<file path="config.mk">
export PLATFORM = sky130hd
export DESIGN_NAME = tcx_timer
export DESIGN_NICKNAME = d
export VERILOG_FILES = /design/src/common/tcx_pkg.sv /design/src/hw/tcx_timer.sv
export VERILOG_INCLUDE_DIRS = /design/src /design/src/common
export SDC_FILE = /design/constraint.sdc
export NUM_CORES = 1
export LEC_CHECK = 0
export ABC_CLOCK_PERIOD_IN_PS = 2020
export CORE_MARGIN = 5
export CORE_UTILIZATION = 30
export DETAILED_ROUTE_END_ITERATION = 16
export DONT_BUFFER_PORTS = 1
export SETUP_SLACK_MARGIN = 0.5
export SYNTH_ARGS = -nofsm -noshare
export SYNTH_HDL_FRONTEND = slang
export SYNTH_SLANG_ARGS = --single-unit
</file>
<file path="constraint.sdc">
create_clock -name ref_clk -period 2.02 [get_ports ref_clk]
set_input_delay 0.101 -clock ref_clk [delete_from_list [all_inputs] [get_ports ref_clk]]
set_output_delay 0.101 -clock ref_clk [all_outputs]
set_load 0.01 [all_outputs]
</file>
<file path="src/common/tcx_cfg.svh">
// offsets, field positions, reset values and codes of the compare-output timer
`ifndef TCX_CFG_SVH
`define TCX_CFG_SVH

// register offsets (word index on the plain register port)
`define TCX_OFF_CTRL 4'h0
`define TCX_OFF_FORCE 4'h1
`define TCX_OFF_COUNT 4'h2
`define TCX_OFF_CMPA 4'h3
`define TCX_OFF_CMPB 4'h4
`define TCX_OFF_CAPT 4'h5
`define TCX_OFF_FLAGS 4'h6
`define TCX_OFF_PORT 4'h7
`define TCX_OFF_STATE 4'h8

// control register fields
`define TCX_CTRL_MODE_LSB 0
`define TCX_CTRL_MODE_MSB 3
`define TCX_CTRL_CSEL_LSB 4
`define TCX_CTRL_CSEL_MSB 6
`define TCX_CTRL_ACTA_LSB 8
`define TCX_CTRL_ACTA_MSB 9
`define TCX_CTRL_ACTB_LSB 10
`define TCX_CTRL_ACTB_MSB 11

// force register bits
`define TCX_FORCE_A 0
`define TCX_FORCE_B 1

// flag register bits
`define TCX_FLAG_OVF 0
`define TCX_FLAG_CMPA 1
`define TCX_FLAG_CMPB 2
`define TCX_FLAG_CAPT 3

// port register bits
`define TCX_PORT_OUTA 0
`define TCX_PORT_OUTB 1
`define TCX_PORT_DIRA 2
`define TCX_PORT_DIRB 3

// waveform mode codes
`define TCX_MODE_NORMAL 4'h0
`define TCX_MODE_CTC_CMPA 4'h4
`define TCX_MODE_CTC_CAPT 4'hc

// clock select codes
`define TCX_CSEL_STOP 3'h0
`define TCX_CSEL_DIV1 3'h1
`define TCX_CSEL_DIV8 3'h2
`define TCX_CSEL_DIV64 3'h3
`define TCX_CSEL_DIV256 3'h4
`define TCX_CSEL_DIV1024 3'h5

// prescaler masks: tick when all masked low bits are ones
`define TCX_PRE_MASK8 10'h007
`define TCX_PRE_MASK64 10'h03f
`define TCX_PRE_MASK256 10'h0ff
`define TCX_PRE_MASK1024 10'h3ff

// counter extremes and reset values
`define TCX_COUNT_MAX 16'hffff
`define TCX_COUNT_VALUE_A 16'h0000
`define TCX_RST_WORD 16'h0000
`define TCX_RST_CTRL 16'h0000
`define TCX_RST_FLAGS 4'h0
`define TCX_RST_PORT 4'h0

`endif

</file>
<file path="src/common/tcx_pkg.sv">
// types shared by the compare-output timer
package tcx_pkg;

  // 16-bit timer word
  typedef logic [15:0] tcx_word_t;

  // register index on the plain register port
  typedef logic [3:0] tcx_addr_t;

  // compare output action, in field order 0..3
  typedef enum logic [1:0] {
    TCX_ACT_NONE,
    TCX_ACT_TOGGLE,
    TCX_ACT_CLEAR,
    TCX_ACT_SET
  } tcx_act_t;

endpackage : tcx_pkg

</file>
<file path="src/hw/tcx_timer.sv">
// 16-bit timer with two compare-output units, normal and clear-on-match modes
`timescale 1ns/100ps
`include "tcx_cfg.svh"

module tcx_timer (
  // clock and reset
  input wire logic ref_clk,
  input wire logic reset,
  // register port
  input wire tcx_pkg::tcx_addr_t regAddr,
  input wire tcx_pkg::tcx_word_t regWrData,
  input wire logic regWrEn,
  input wire logic regRdEn,
  output tcx_pkg::tcx_word_t regRdData,
  // interrupt service acknowledges from the interrupt controller
  input wire logic ovfIntAck,
  input wire logic cmpAIntAck,
  input wire logic cmpBIntAck,
  input wire logic captIntAck,
  // capture event pin
  input wire logic captPinIn,
  // flag levels toward the interrupt controller
  output logic [3:0] flagsOut,
  // compare output pins
  output logic compareOutputAOut,
  output logic compareOutputAOen_n,
  output logic compareOutputBOut,
  output logic compareOutputBOen_n
);
  import tcx_pkg::*;

  // next state after one action; also used for force
  function automatic logic apply_action(input logic [1:0] act, input logic cur);
    logic res;
    res = cur;
    case (tcx_act_t'(act))
      TCX_ACT_NONE: res = cur;
      TCX_ACT_TOGGLE: res = ~cur;
      TCX_ACT_CLEAR: res = 1'b0;
      TCX_ACT_SET: res = 1'b1;
      default: res = cur;
    endcase
    return res;
  endfunction : apply_action

  // software visible registers and internal state flops
  logic [3:0] waveMode_ff;
  logic [2:0] clkSel_ff;
  logic [1:0] actionA_ff;
  logic [1:0] actionB_ff;
  tcx_word_t count_ff;
  tcx_word_t cmpA_ff;
  tcx_word_t cmpB_ff;
  tcx_word_t capt_ff;
  logic [3:0] flags_ff;
  logic [3:0] port_ff;
  logic stateA_ff;
  logic stateB_ff;
  logic blockMatch_ff;
  logic [9:0] preCnt_ff;
  logic captSync1_ff;
  logic captSync2_ff;
  logic captPrev_ff;
  tcx_word_t regRdData_ff;
  logic pinAOut_ff;
  logic pinAOen_n_ff;
  logic pinBOut_ff;
  logic pinBOen_n_ff;

  // decoded accesses
  logic wrCtrl;
  logic wrForce;
  logic wrCount;
  logic wrCmpA;
  logic wrCmpB;
  logic wrCapt;
  logic wrFlags;
  logic wrPort;

  assign wrCtrl = regWrEn && (regAddr == `TCX_OFF_CTRL);
  assign wrForce = regWrEn && (regAddr == `TCX_OFF_FORCE);
  assign wrCount = regWrEn && (regAddr == `TCX_OFF_COUNT);
  assign wrCmpA = regWrEn && (regAddr == `TCX_OFF_CMPA);
  assign wrCmpB = regWrEn && (regAddr == `TCX_OFF_CMPB);
  assign wrCapt = regWrEn && (regAddr == `TCX_OFF_CAPT);
  assign wrFlags = regWrEn && (regAddr == `TCX_OFF_FLAGS);
  assign wrPort = regWrEn && (regAddr == `TCX_OFF_PORT);

  // control register: mode, clock select, both action fields
  always_ff @(posedge ref_clk) begin
    if (reset) begin
      waveMode_ff <= 4'(`TCX_RST_CTRL);
      clkSel_ff <= `TCX_CSEL_STOP;
      actionA_ff <= 2'h0;
      actionB_ff <= 2'h0;
    end else if (wrCtrl) begin
      waveMode_ff <= regWrData[`TCX_CTRL_MODE_MSB:`TCX_CTRL_MODE_LSB];
      clkSel_ff <= regWrData[`TCX_CTRL_CSEL_MSB:`TCX_CTRL_CSEL_LSB];
      actionA_ff <= regWrData[`TCX_CTRL_ACTA_MSB:`TCX_CTRL_ACTA_LSB];
      actionB_ff <= regWrData[`TCX_CTRL_ACTB_MSB:`TCX_CTRL_ACTB_LSB];
    end
  end

  // prescaler, counting the system clock, held at zero while the clock is stopped
  logic timerTick;
  always_ff @(posedge ref_clk) begin
    if (reset || clkSel_ff == `TCX_CSEL_STOP) begin
      preCnt_ff <= 10'h000;
    end else begin
      preCnt_ff <= preCnt_ff + 10'h001;
    end
  end

  // divide factor picked from the clock select code
  always_comb begin
    case (clkSel_ff)
      `TCX_CSEL_DIV1: timerTick = 1'b1;
      `TCX_CSEL_DIV8: timerTick = (preCnt_ff & `TCX_PRE_MASK8) == `TCX_PRE_MASK8;
      `TCX_CSEL_DIV64: timerTick = (preCnt_ff & `TCX_PRE_MASK64) == `TCX_PRE_MASK64;
      `TCX_CSEL_DIV256: timerTick = (preCnt_ff & `TCX_PRE_MASK256) == `TCX_PRE_MASK256;
      `TCX_CSEL_DIV1024: timerTick = (preCnt_ff & `TCX_PRE_MASK1024) == `TCX_PRE_MASK1024;
      default: timerTick = 1'b0;
    endcase
  end

  // mode decode; unlisted modes count like normal mode
  logic modeCtcA;
  logic modeCtcCapt;
  tcx_word_t topValue;
  assign modeCtcA = (waveMode_ff == `TCX_MODE_CTC_CMPA);
  assign modeCtcCapt = (waveMode_ff == `TCX_MODE_CTC_CAPT);
  // top comes from cmpA in mode 4, capture value in mode 12
  assign topValue = modeCtcCapt ? capt_ff : cmpA_ff;

  // raw comparator outputs; all but atMax gated by the write block
  logic matchA;
  logic matchB;
  logic matchTop;
  logic atMax;
  // a count write masks the A, B and top compares of the following tick, not atMax
  assign matchA = timerTick && !blockMatch_ff && (count_ff == cmpA_ff);
  assign matchB = timerTick && !blockMatch_ff && (count_ff == cmpB_ff);
  // top is an equality test, so a top below the count is passed by
  assign matchTop = timerTick && !blockMatch_ff && (modeCtcA || modeCtcCapt)
                    && (count_ff == topValue);
  assign atMax = timerTick && (count_ff == `TCX_COUNT_MAX);

  // block stays armed while stopped, until a tick consumes it
  always_ff @(posedge ref_clk) begin
    if (reset) begin
      blockMatch_ff <= 1'b0;
    end else if (wrCount) begin
      blockMatch_ff <= 1'b1;
    end else if (timerTick) begin
      blockMatch_ff <= 1'b0;
    end
  end

  // counter; only the mode and clock select fields reach this process
  always_ff @(posedge ref_clk) begin
    if (reset) begin
      count_ff <= `TCX_RST_WORD;
    end else if (wrCount) begin
      // software write wins at any time
      count_ff <= regWrData;
    end else if (matchTop) begin
      // clear to value_a on top match
      count_ff <= `TCX_COUNT_VALUE_A;
    end else if (timerTick) begin
      // up count, wraps from max to value_a
      // a missed top also wraps through max
      count_ff <= count_ff + 16'h0001;
    end
  end

  // compare value registers A and B; no double buffering here
  always_ff @(posedge ref_clk) begin
    if (reset) begin
      cmpA_ff <= `TCX_RST_WORD;
      cmpB_ff <= `TCX_RST_WORD;
    end else begin
      if (wrCmpA) begin
        cmpA_ff <= regWrData;
      end
      if (wrCmpB) begin
        cmpB_ff <= regWrData;
      end
    end
  end

  // capture pin synchroniser; first stage feeds only the second
  always_ff @(posedge ref_clk) begin
    if (reset) begin
      captSync1_ff <= 1'b0;
      captSync2_ff <= 1'b0;
      captPrev_ff <= 1'b0;
    end else begin
      captSync1_ff <= captPinIn;
      captSync2_ff <= captSync1_ff;
      captPrev_ff <= captSync2_ff;
    end
  end

  // capture depends on the mode only, never on the action fields
  logic captEvent;
  assign captEvent = captSync2_ff && !captPrev_ff && !modeCtcCapt;

  // capture register; a software write loses to a simultaneous capture
  always_ff @(posedge ref_clk) begin
    if (reset) begin
      capt_ff <= `TCX_RST_WORD;
    end else if (captEvent) begin
      capt_ff <= count_ff;
    end else if (wrCapt) begin
      capt_ff <= regWrData;
    end
  end

  // flag set terms
  logic [3:0] flagSet;
  logic [3:0] flagClr;
  always_comb begin
    flagSet = 4'h0;
    // set as the count passes max into zero
    // a top of ffff still passes max into zero, so the flag sets there too
    flagSet[`TCX_FLAG_OVF] = atMax;
    // top match in mode 4 sets cmpA flag via the A comparator
    flagSet[`TCX_FLAG_CMPA] = matchA;
    flagSet[`TCX_FLAG_CMPB] = matchB;
    // top match in mode 12 sets the capture flag
    flagSet[`TCX_FLAG_CAPT] = captEvent || (matchTop && modeCtcCapt);
    flagClr = wrFlags ? regWrData[3:0] : 4'h0;
    // servicing the overflow clears its flag
    flagClr[`TCX_FLAG_OVF] = flagClr[`TCX_FLAG_OVF] | ovfIntAck;
    flagClr[`TCX_FLAG_CMPA] = flagClr[`TCX_FLAG_CMPA] | cmpAIntAck;
    flagClr[`TCX_FLAG_CMPB] = flagClr[`TCX_FLAG_CMPB] | cmpBIntAck;
    flagClr[`TCX_FLAG_CAPT] = flagClr[`TCX_FLAG_CAPT] | captIntAck;
  end

  // sticky flags, write one to clear; a set in the same cycle wins
  always_ff @(posedge ref_clk) begin
    if (reset) begin
      flags_ff <= `TCX_RST_FLAGS;
    end else begin
      flags_ff <= (flags_ff & ~flagClr) | flagSet;
    end
  end

  // force strobes; modes served here are all non-PWM
  logic forceA;
  logic forceB;
  assign forceA = wrForce && regWrData[`TCX_FORCE_A];
  assign forceB = wrForce && regWrData[`TCX_FORCE_B];

  // compare output state registers
  // reset clears both states
  always_ff @(posedge ref_clk) begin
    if (reset) begin
      stateA_ff <= 1'b0;
      stateB_ff <= 1'b0;
    end else begin
      // action read at match time, so a new value waits for a match
      // force only moves the state, no flag, no counter change
      // force lets software preset the level before the pin drives
      if (matchA || forceA) begin
        stateA_ff <= apply_action(actionA_ff, stateA_ff);
      end
      if (matchB || forceB) begin
        stateB_ff <= apply_action(actionB_ff, stateB_ff);
      end
    end
  end

  // general port register: output values and direction bits
  always_ff @(posedge ref_clk) begin
    if (reset) begin
      port_ff <= `TCX_RST_PORT;
    end else if (wrPort) begin
      port_ff <= regWrData[3:0];
    end
  end

  // pin drivers, registered so outputs come from flops
  always_ff @(posedge ref_clk) begin
    if (reset) begin
      pinAOut_ff <= 1'b0;
      pinBOut_ff <= 1'b0;
      pinAOen_n_ff <= 1'b1;
      pinBOen_n_ff <= 1'b1;
    end else begin
      // any nonzero action bit takes the pin over
      pinAOut_ff <= (actionA_ff != 2'h0) ? stateA_ff : port_ff[`TCX_PORT_OUTA];
      pinBOut_ff <= (actionB_ff != 2'h0) ? stateB_ff : port_ff[`TCX_PORT_OUTB];
      // direction stays with the port bit even under override
      pinAOen_n_ff <= ~port_ff[`TCX_PORT_DIRA];
      pinBOen_n_ff <= ~port_ff[`TCX_PORT_DIRB];
    end
  end

  // read mux; unmapped offsets read zero
  tcx_word_t rdMux;
  always_comb begin
    case (regAddr)
      `TCX_OFF_CTRL: rdMux = {4'h0, actionB_ff, actionA_ff, 1'b0, clkSel_ff, waveMode_ff};
      `TCX_OFF_COUNT: rdMux = count_ff;
      `TCX_OFF_CMPA: rdMux = cmpA_ff;
      `TCX_OFF_CMPB: rdMux = cmpB_ff;
      `TCX_OFF_CAPT: rdMux = capt_ff;
      `TCX_OFF_FLAGS: rdMux = {12'h000, flags_ff};
      `TCX_OFF_PORT: rdMux = {12'h000, port_ff};
      `TCX_OFF_STATE: rdMux = {14'h0000, stateB_ff, stateA_ff};
      default: rdMux = 16'h0000;
    endcase
  end

  // read data stands one cycle after the strobe, zero otherwise
  always_ff @(posedge ref_clk) begin
    if (reset) begin
      regRdData_ff <= 16'h0000;
    end else if (regRdEn) begin
      regRdData_ff <= rdMux;
    end else begin
      regRdData_ff <= 16'h0000;
    end
  end

  // outputs straight from flops
  assign regRdData = regRdData_ff;
  assign flagsOut = flags_ff;
  assign compareOutputAOut = pinAOut_ff;
  assign compareOutputAOen_n = pinAOen_n_ff;
  assign compareOutputBOut = pinBOut_ff;
  assign compareOutputBOen_n = pinBOen_n_ff;

endmodule : tcx_timer

</file>
Word level (Yosys, flattened, before mapping)
Cells that the tools add are included.
- memories kept: 0
- bits in read-only memories: 0
- register bits: 119
- memory bits (writable): 0
- output and inout port bits: 24
- bits in latches: 0
- order comparisons: 0
- equal/unequal tests: 29
- shifts and indexed selects: 0
- muxes and demuxes: 15
- multipliers: 0
- reduce and logical (&&, ||, !) cells: 39
- $add $sub $neg: 2
- div/mod/pow operators: 0
- bitwise logic cells: 14
- operators with widths (cell ; count):
    one-hot mux 16 bit (8 select lines) ; 1
    2-to-1 mux 16 bit ; 6
    equality test 16 bit ; 3
    equality test 4 x 3 -> 1 bit, second input constant ; 5
    logical AND 1 bit ; 19
    adder 16 x 1 -> 16 bit, second input constant ; 1
    equality test 16 bit, second input constant ; 1
    adder 10 x 1 -> 10 bit, second input constant ; 1
    equality test 10 bit, second input constant ; 1
    equality test 3 bit, second input constant ; 3
    equality test 2 bit, second input constant ; 4
    equality test 4 x 2 -> 1 bit, second input constant ; 2
    equality test 4 bit, second input constant ; 2
    equality test 8 bit, second input constant ; 1
    nonzero test 2 bit ; 4
    NOT 1 bit ; 7
    equality test 3 x 2 -> 1 bit, second input constant ; 2
    equality test 6 bit, second input constant ; 1
    one-hot mux 1 bit (3 select lines) ; 2
    logical OR 1 bit ; 5
    one-hot mux 1 bit (5 select lines) ; 1
    AND 4 bit ; 1
    equality test 2 x 1 -> 1 bit, second input constant ; 2
    equality test 4 x 1 -> 1 bit, second input constant ; 1
    other kinds (13) ; 23

Depth between registers and ports, before layout
- depth after elaboration: 8
- gate-level depth with buffers: 10
- gate-level depth less buffers: 8

Worst setup path after synthesis
Ideal clock, no wire load.
- path kind: register to register
- start point: reg preCnt_ff[0]
- end point: reg count_ff[10]
- data arrival time: 1.932 ns
- slack: 0.000 ns
- clock period less this slack: 2.020 ns
- cell stages (with the launch flop): 11
- path buffers: 2
- cells stage by stage: dfxtp_1 ha_1 ha_1 nand3b_1 a21oi_1 o31ai_2 nor2_1 and4_1 buf_6 buf_6 o32ai_2
- word-level cells in the longest chain between the ends: 7
- ends and longest elaborated chain (what ; line ; RTL):
    start, declared ; tcx_timer.sv:60 ; logic [9:0] preCnt_ff;
    start signal, assigned ; tcx_timer.sv:110 ; preCnt_ff <= preCnt_ff + 10'h001;
    equality test 10 bit (no source line), or another cell as far along ; -- ;
    one-hot mux 1 bit (5 select lines) * ; tcx_timer.sv:116 ; case (clkSel_ff)
    logical AND 1 bit (2 in series) ; tcx_timer.sv:144 ; assign matchTop = timerTick && !blockMatch_ff && (modeCtcA || modeCtcCapt)
    logical AND 1 bit ; tcx_timer.sv:145 ; && (count_ff == topValue);
    2-to-1 mux 16 bit ; tcx_timer.sv:166 ; end else if (matchTop) begin
    2-to-1 mux 16 bit ; tcx_timer.sv:163 ; end else if (wrCount) begin
    end signal, assigned ; tcx_timer.sv:162 ; count_ff <= `TCX_RST_WORD;
    end signal, assigned ; tcx_timer.sv:165 ; count_ff <= regWrData;
    end signal, assigned ; tcx_timer.sv:168 ; count_ff <= `TCX_COUNT_VALUE_A;
    end, declared ; tcx_timer.sv:51 ; tcx_word_t count_ff;
Every way passes the cells marked *; elsewhere a longest branch is shown, timed or not.
A chain may end at the register's enable or synchronous reset.

Worst setup path in the final report
- start point: reg preCnt_ff[0]
- end point: reg count_ff[8]
Same word-level chain as after synthesis.

==> impl_metrics.csv <==
group,metric,value,unit
outcome,status,"finished clean",
grt,grt_pass1_vias,6457,
synth,synth.distinct_cells,59,
power,peakVddDrop,0.573,mV
critical_path,reg2reg_depth,10,
sta,max_freq,0.497,GHz
synth,syn_inst,792,
sta,grt_setup_unrepaired,"true",
critical_path,crit_type,"flip-flop to flip-flop",
critical_path,critPathLaunchType,"flip-flop",
finish,final_util,43.6,%
route,wl,25.4,mm
route,vias_per_cell,5.59,
placed_design,dpl.hpwl,15.2,mm
finish,drive_above_1_share,23.6,%
route,wire_per_inst,21.5,µm
finish,layout_commonest_cell,"nand2_1",
sta,hold_viol,0,
sta,fin_crit_sh,99.7,%
route,ant_nets,0,
critical_path,slowest_delay,0.33,ns
critical_path,cp.required,2.35,ns
critical_path,cp-end-kind,"flip-flop",
placed_design,gp_congestion,0.962,
clock_network,root_buffer,"clkbuf_16",
grt,grt_usage,20.6,%
critical_path,arrival,2.34,ns
floorplanning,die_w,154,µm
sta,slew_violations,0,
floorplanning,die_area,23600,µm²
clock_network,clk_latency,0.43,ns
synth,async_reset_ff_share,0,%
power,p_int,0.00495,W
clock_network,cts-buffers-inserted,17,
placed_design,pre_cts_ws,-0.411,ns
route,drt-initial-drc-count,729,
power,clockPowerShare,46.9,%
route,drcViolationCount,0,
floorplanning,pin_count,53,
critical_path,cpLargestDelayFamily,"compound AO/OA/AOI/OAI gates",
sta,setup_violations,0,
floorplanning,start_util,30.5,%
synth,synth.net_count,824,
power,switching_share,26.7,%
finish,n_antenna_cell,0,
critical_path,path_common_cell,"ha_4",
critical_path,endpoint,"count_ff[8]",
sta,worst_slack,0.00651,ns
grt,grt-ovfl-total,0,
clock_network,cts.htree.levels,4,
power,powerDensity,763,nW/µm²
sta,slew_headroom,36.4,%
synth,syn_area_per_cell,7.83,µm²
clock_network,numClockSinks,119,
sta,worstMarginPinSlew,0.954,ns
job,maxCapViolCount,0,
power,p_sw,0.00180,W
route,firstDrtPassIters,5,
critical_path,crit_chain,"ha_4 -> ha_4 -> nand3b_1 -> a21oi_4 -> buf_6 -> o31ai_4 -> nor2_1 -> and4_4 -> buf_8 -> o32ai_2",
placed_design,dp.cells,1059,
synth,synth-edff-count,0,
grt,antenna_found_initial,0,
power,power_frac_comb,15.3,%
min_path,hold_path_class,"primary input to flip-flop",
synth,synth_ff_type,"dfxtp_1",
synth,ys_seq_area_share,38.4,%
floorplanning,fp-row-count,52,
power,power.leakage,3.36,nW
sta,layout_min_cycle_time,2.01,ns
floorplanning,die_h,154,µm
critical_path,crit_slowest_cell,"dfxtp_2",
critical_path,cp_max_fo,5,
grt,grt_max_degree,64,
finish,fill_cells,1986,
finish,mostFrequentLayoutCells,"139 x nand2_1, 104 x dfxtp_1, 85 x a21oi_1",
synth,yosysWarnings,0,
critical_path,rrSetupSlack,0.007,ns
critical_path,worstReg2RegStart,"preCnt_ff[0]",
finish,instances_no_fill,1180,
critical_path,path_buf_inv,2,
synth,synth.cell_area,6200,µm²
finish,syn_to_final_growth,42.6,%
critical_path,path_depth,10,
route,vias,6595,
clock_network,cts_tree,"done",
synth,ys_seq_elements,119,
floorplanning,core_area,20300,µm²
sta,hold_slack,0.0370,ns
finish,nets,929,
power,sequentialPowerShare,37.9,%
critical_path,r2r_end,"count_ff[8]",
grt,grt_pass1_wl,38.1,mm
clock_network,cts.reportedPaths.clkPinSlew,0.06,ns
sta,clock_skew,0.0107,ns
clock_network,clockBufferDepth,2,
placed_design,portBuffers,0,
critical_path,setup.worst_path.start,"preCnt_ff[0]",
final cells by class:
cell class	count	area, µm²	area share, %
Clock inverter	11	148	1.67
Tap cell	270	338	3.82
Multi-Input combinational cell	578	3810	43.1
Clock buffer	21	470	5.32
Inverter	28	105	1.19
Timing Repair Buffer	153	1560	17.7
Sequential cell	119	2410	27.2
state kept, by name (all words and copies together) (netlist names), 2 cells and up:
signal       flops
capt_ff         16
cmpA_ff         16
cmpB_ff         16
count_ff        16
regRdData       16
preCnt_ff       10
flagsOut         4
port_ff          4
waveMode_ff      4
clkSel_ff        3
actionA_ff       2
actionB_ff       2
layer usage:
layer / track usage [%] / part of all wire, % / up-vias
met5: 0 / 0 / -
met4: 10.8 / 5.0 / 0
met3: 5.03 / 8.7 / 96
met2: 32.6 / 47 / 342
met1: 25.9 / 40 / 3137
li1: - / - / 3020
repair_timing:
| item | in CTS | in global routing |
|---|---|---|
| endpoints found under the hold margin | 97 | 1 |
| buffers inserted | 13 | 8 |
| cloned | 4 | 2 |
| pin swaps | 28 | 30 |
| setup endpoints to repair | 25 | 55 |
| hold buffers | 61 | 1 |
| resized for setup | 33 | 55 |
logic make-up after synthesis:
logic type                 count (synthesis)  synth area share, %
muxes                                     12                 2.08
DFF                                      119                 38.4
buffers and inverters                     97                 6.74
adders and majority gates                  3                0.605
AOI/OAI and AO/OA                        201                 22.0
xor gates and xnor gates                  43                 6.07
and+or+nand+nor                          317                 24.1
synth_stat cells (all sizes together) (2+ instances only):
| master | count | share of area [%] |
|---|---|---|
| nand3 | 37 | 3.1 |
| xor2 | 37 | 5.2 |
| a31oi | 8 | 0.81 |
| nand4 | 7 | 0.81 |
| buf | 30 | 2.7 |
| xnor2 | 6 | 0.85 |
| clkbuf | 39 | 2.4 |
| nand2 | 141 | 8.5 |
| ha | 3 | 0.61 |
| a22oi | 21 | 2.5 |
| and3 | 15 | 1.5 |
| o31ai | 5 | 0.93 |
| nand3b | 6 | 0.73 |
| or4 | 2 | 0.24 |
| nand2b | 5 | 0.50 |
| a311oi | 16 | 2.3 |
| a211oi | 2 | 0.24 |
| o22ai | 6 | 0.61 |
| mux2i | 5 | 0.81 |
| nor2b | 7 | 0.71 |
| nor3 | 20 | 1.8 |
| a222oi | 10 | 1.6 |
| mux2 | 7 | 1.3 |
| a21oi | 94 | 7.6 |
| inv | 28 | 1.7 |
| dfxtp | 119 | 38 |
| a221oi | 3 | 0.52 |
| o21ai | 17 | 1.4 |
| and2 | 5 | 0.50 |
| o32ai | 11 | 2.0 |
| nor2 | 55 | 3.3 |
| nor4 | 9 | 1.2 |
power groups by stage:
stage	Clock, W	Sequential (W)	Combinational (W)
6_report	0.00316	0.00256	0.00103
5_1_grt	0.00330	0.00257	0.00109
4_1_cts	0.00319	0.00255	0.000918
3_5_place_dp	0	0.00259	0.000734
3_3_place_gp	0	0.00260	0.000731
2_1_floorplan	0	0.00253	0.000606
worst min path at each step:
stage / from / endpoint / slack (ns) / cells after the start
final: regAddr[1] / regRdData[0] / 0.04 / 4
after floorplan: captPinIn / captSync1_ff / 0.23 / 1
after global routing: regAddr[2] / regRdData[3] / 0.04 / 3
after CTS: regAddr[3] / regRdData[1] / 0.009 / 4
after global placement: reset / capt_ff[0] / 0.20 / 1
after detailed placement: reset / port_ff[1] / 0.20 / 1
worst reg2reg max path, stage by stage (launching register included):
cell and delay (ns):
dfxtp_2 0.33, ha_4 0.18, ha_4 0.15, nand3b_1 0.12
a21oi_4 0.08, buf_6 0.12, o31ai_4 0.30, nor2_1 0.11
and4_4 0.20, buf_8 0.15, o32ai_2 0.19
through the flow:
stage | TNS (ns) | total power, W | instance area (µm²)
2_1_floorplan | 0 | 0.00313 | 6340
3_3_place_gp | -5.66 | 0.00333 | 6850
3_5_place_dp | -5.91 | 0.00333 | 6850
4_1_cts | -0.254 | 0.00666 | 8500
5_1_grt | -0.737 | 0.00696 | 8840
6_report | 0 | 0.00675 | 8840
Note: power is estimated with default switching activity, not from simulation.
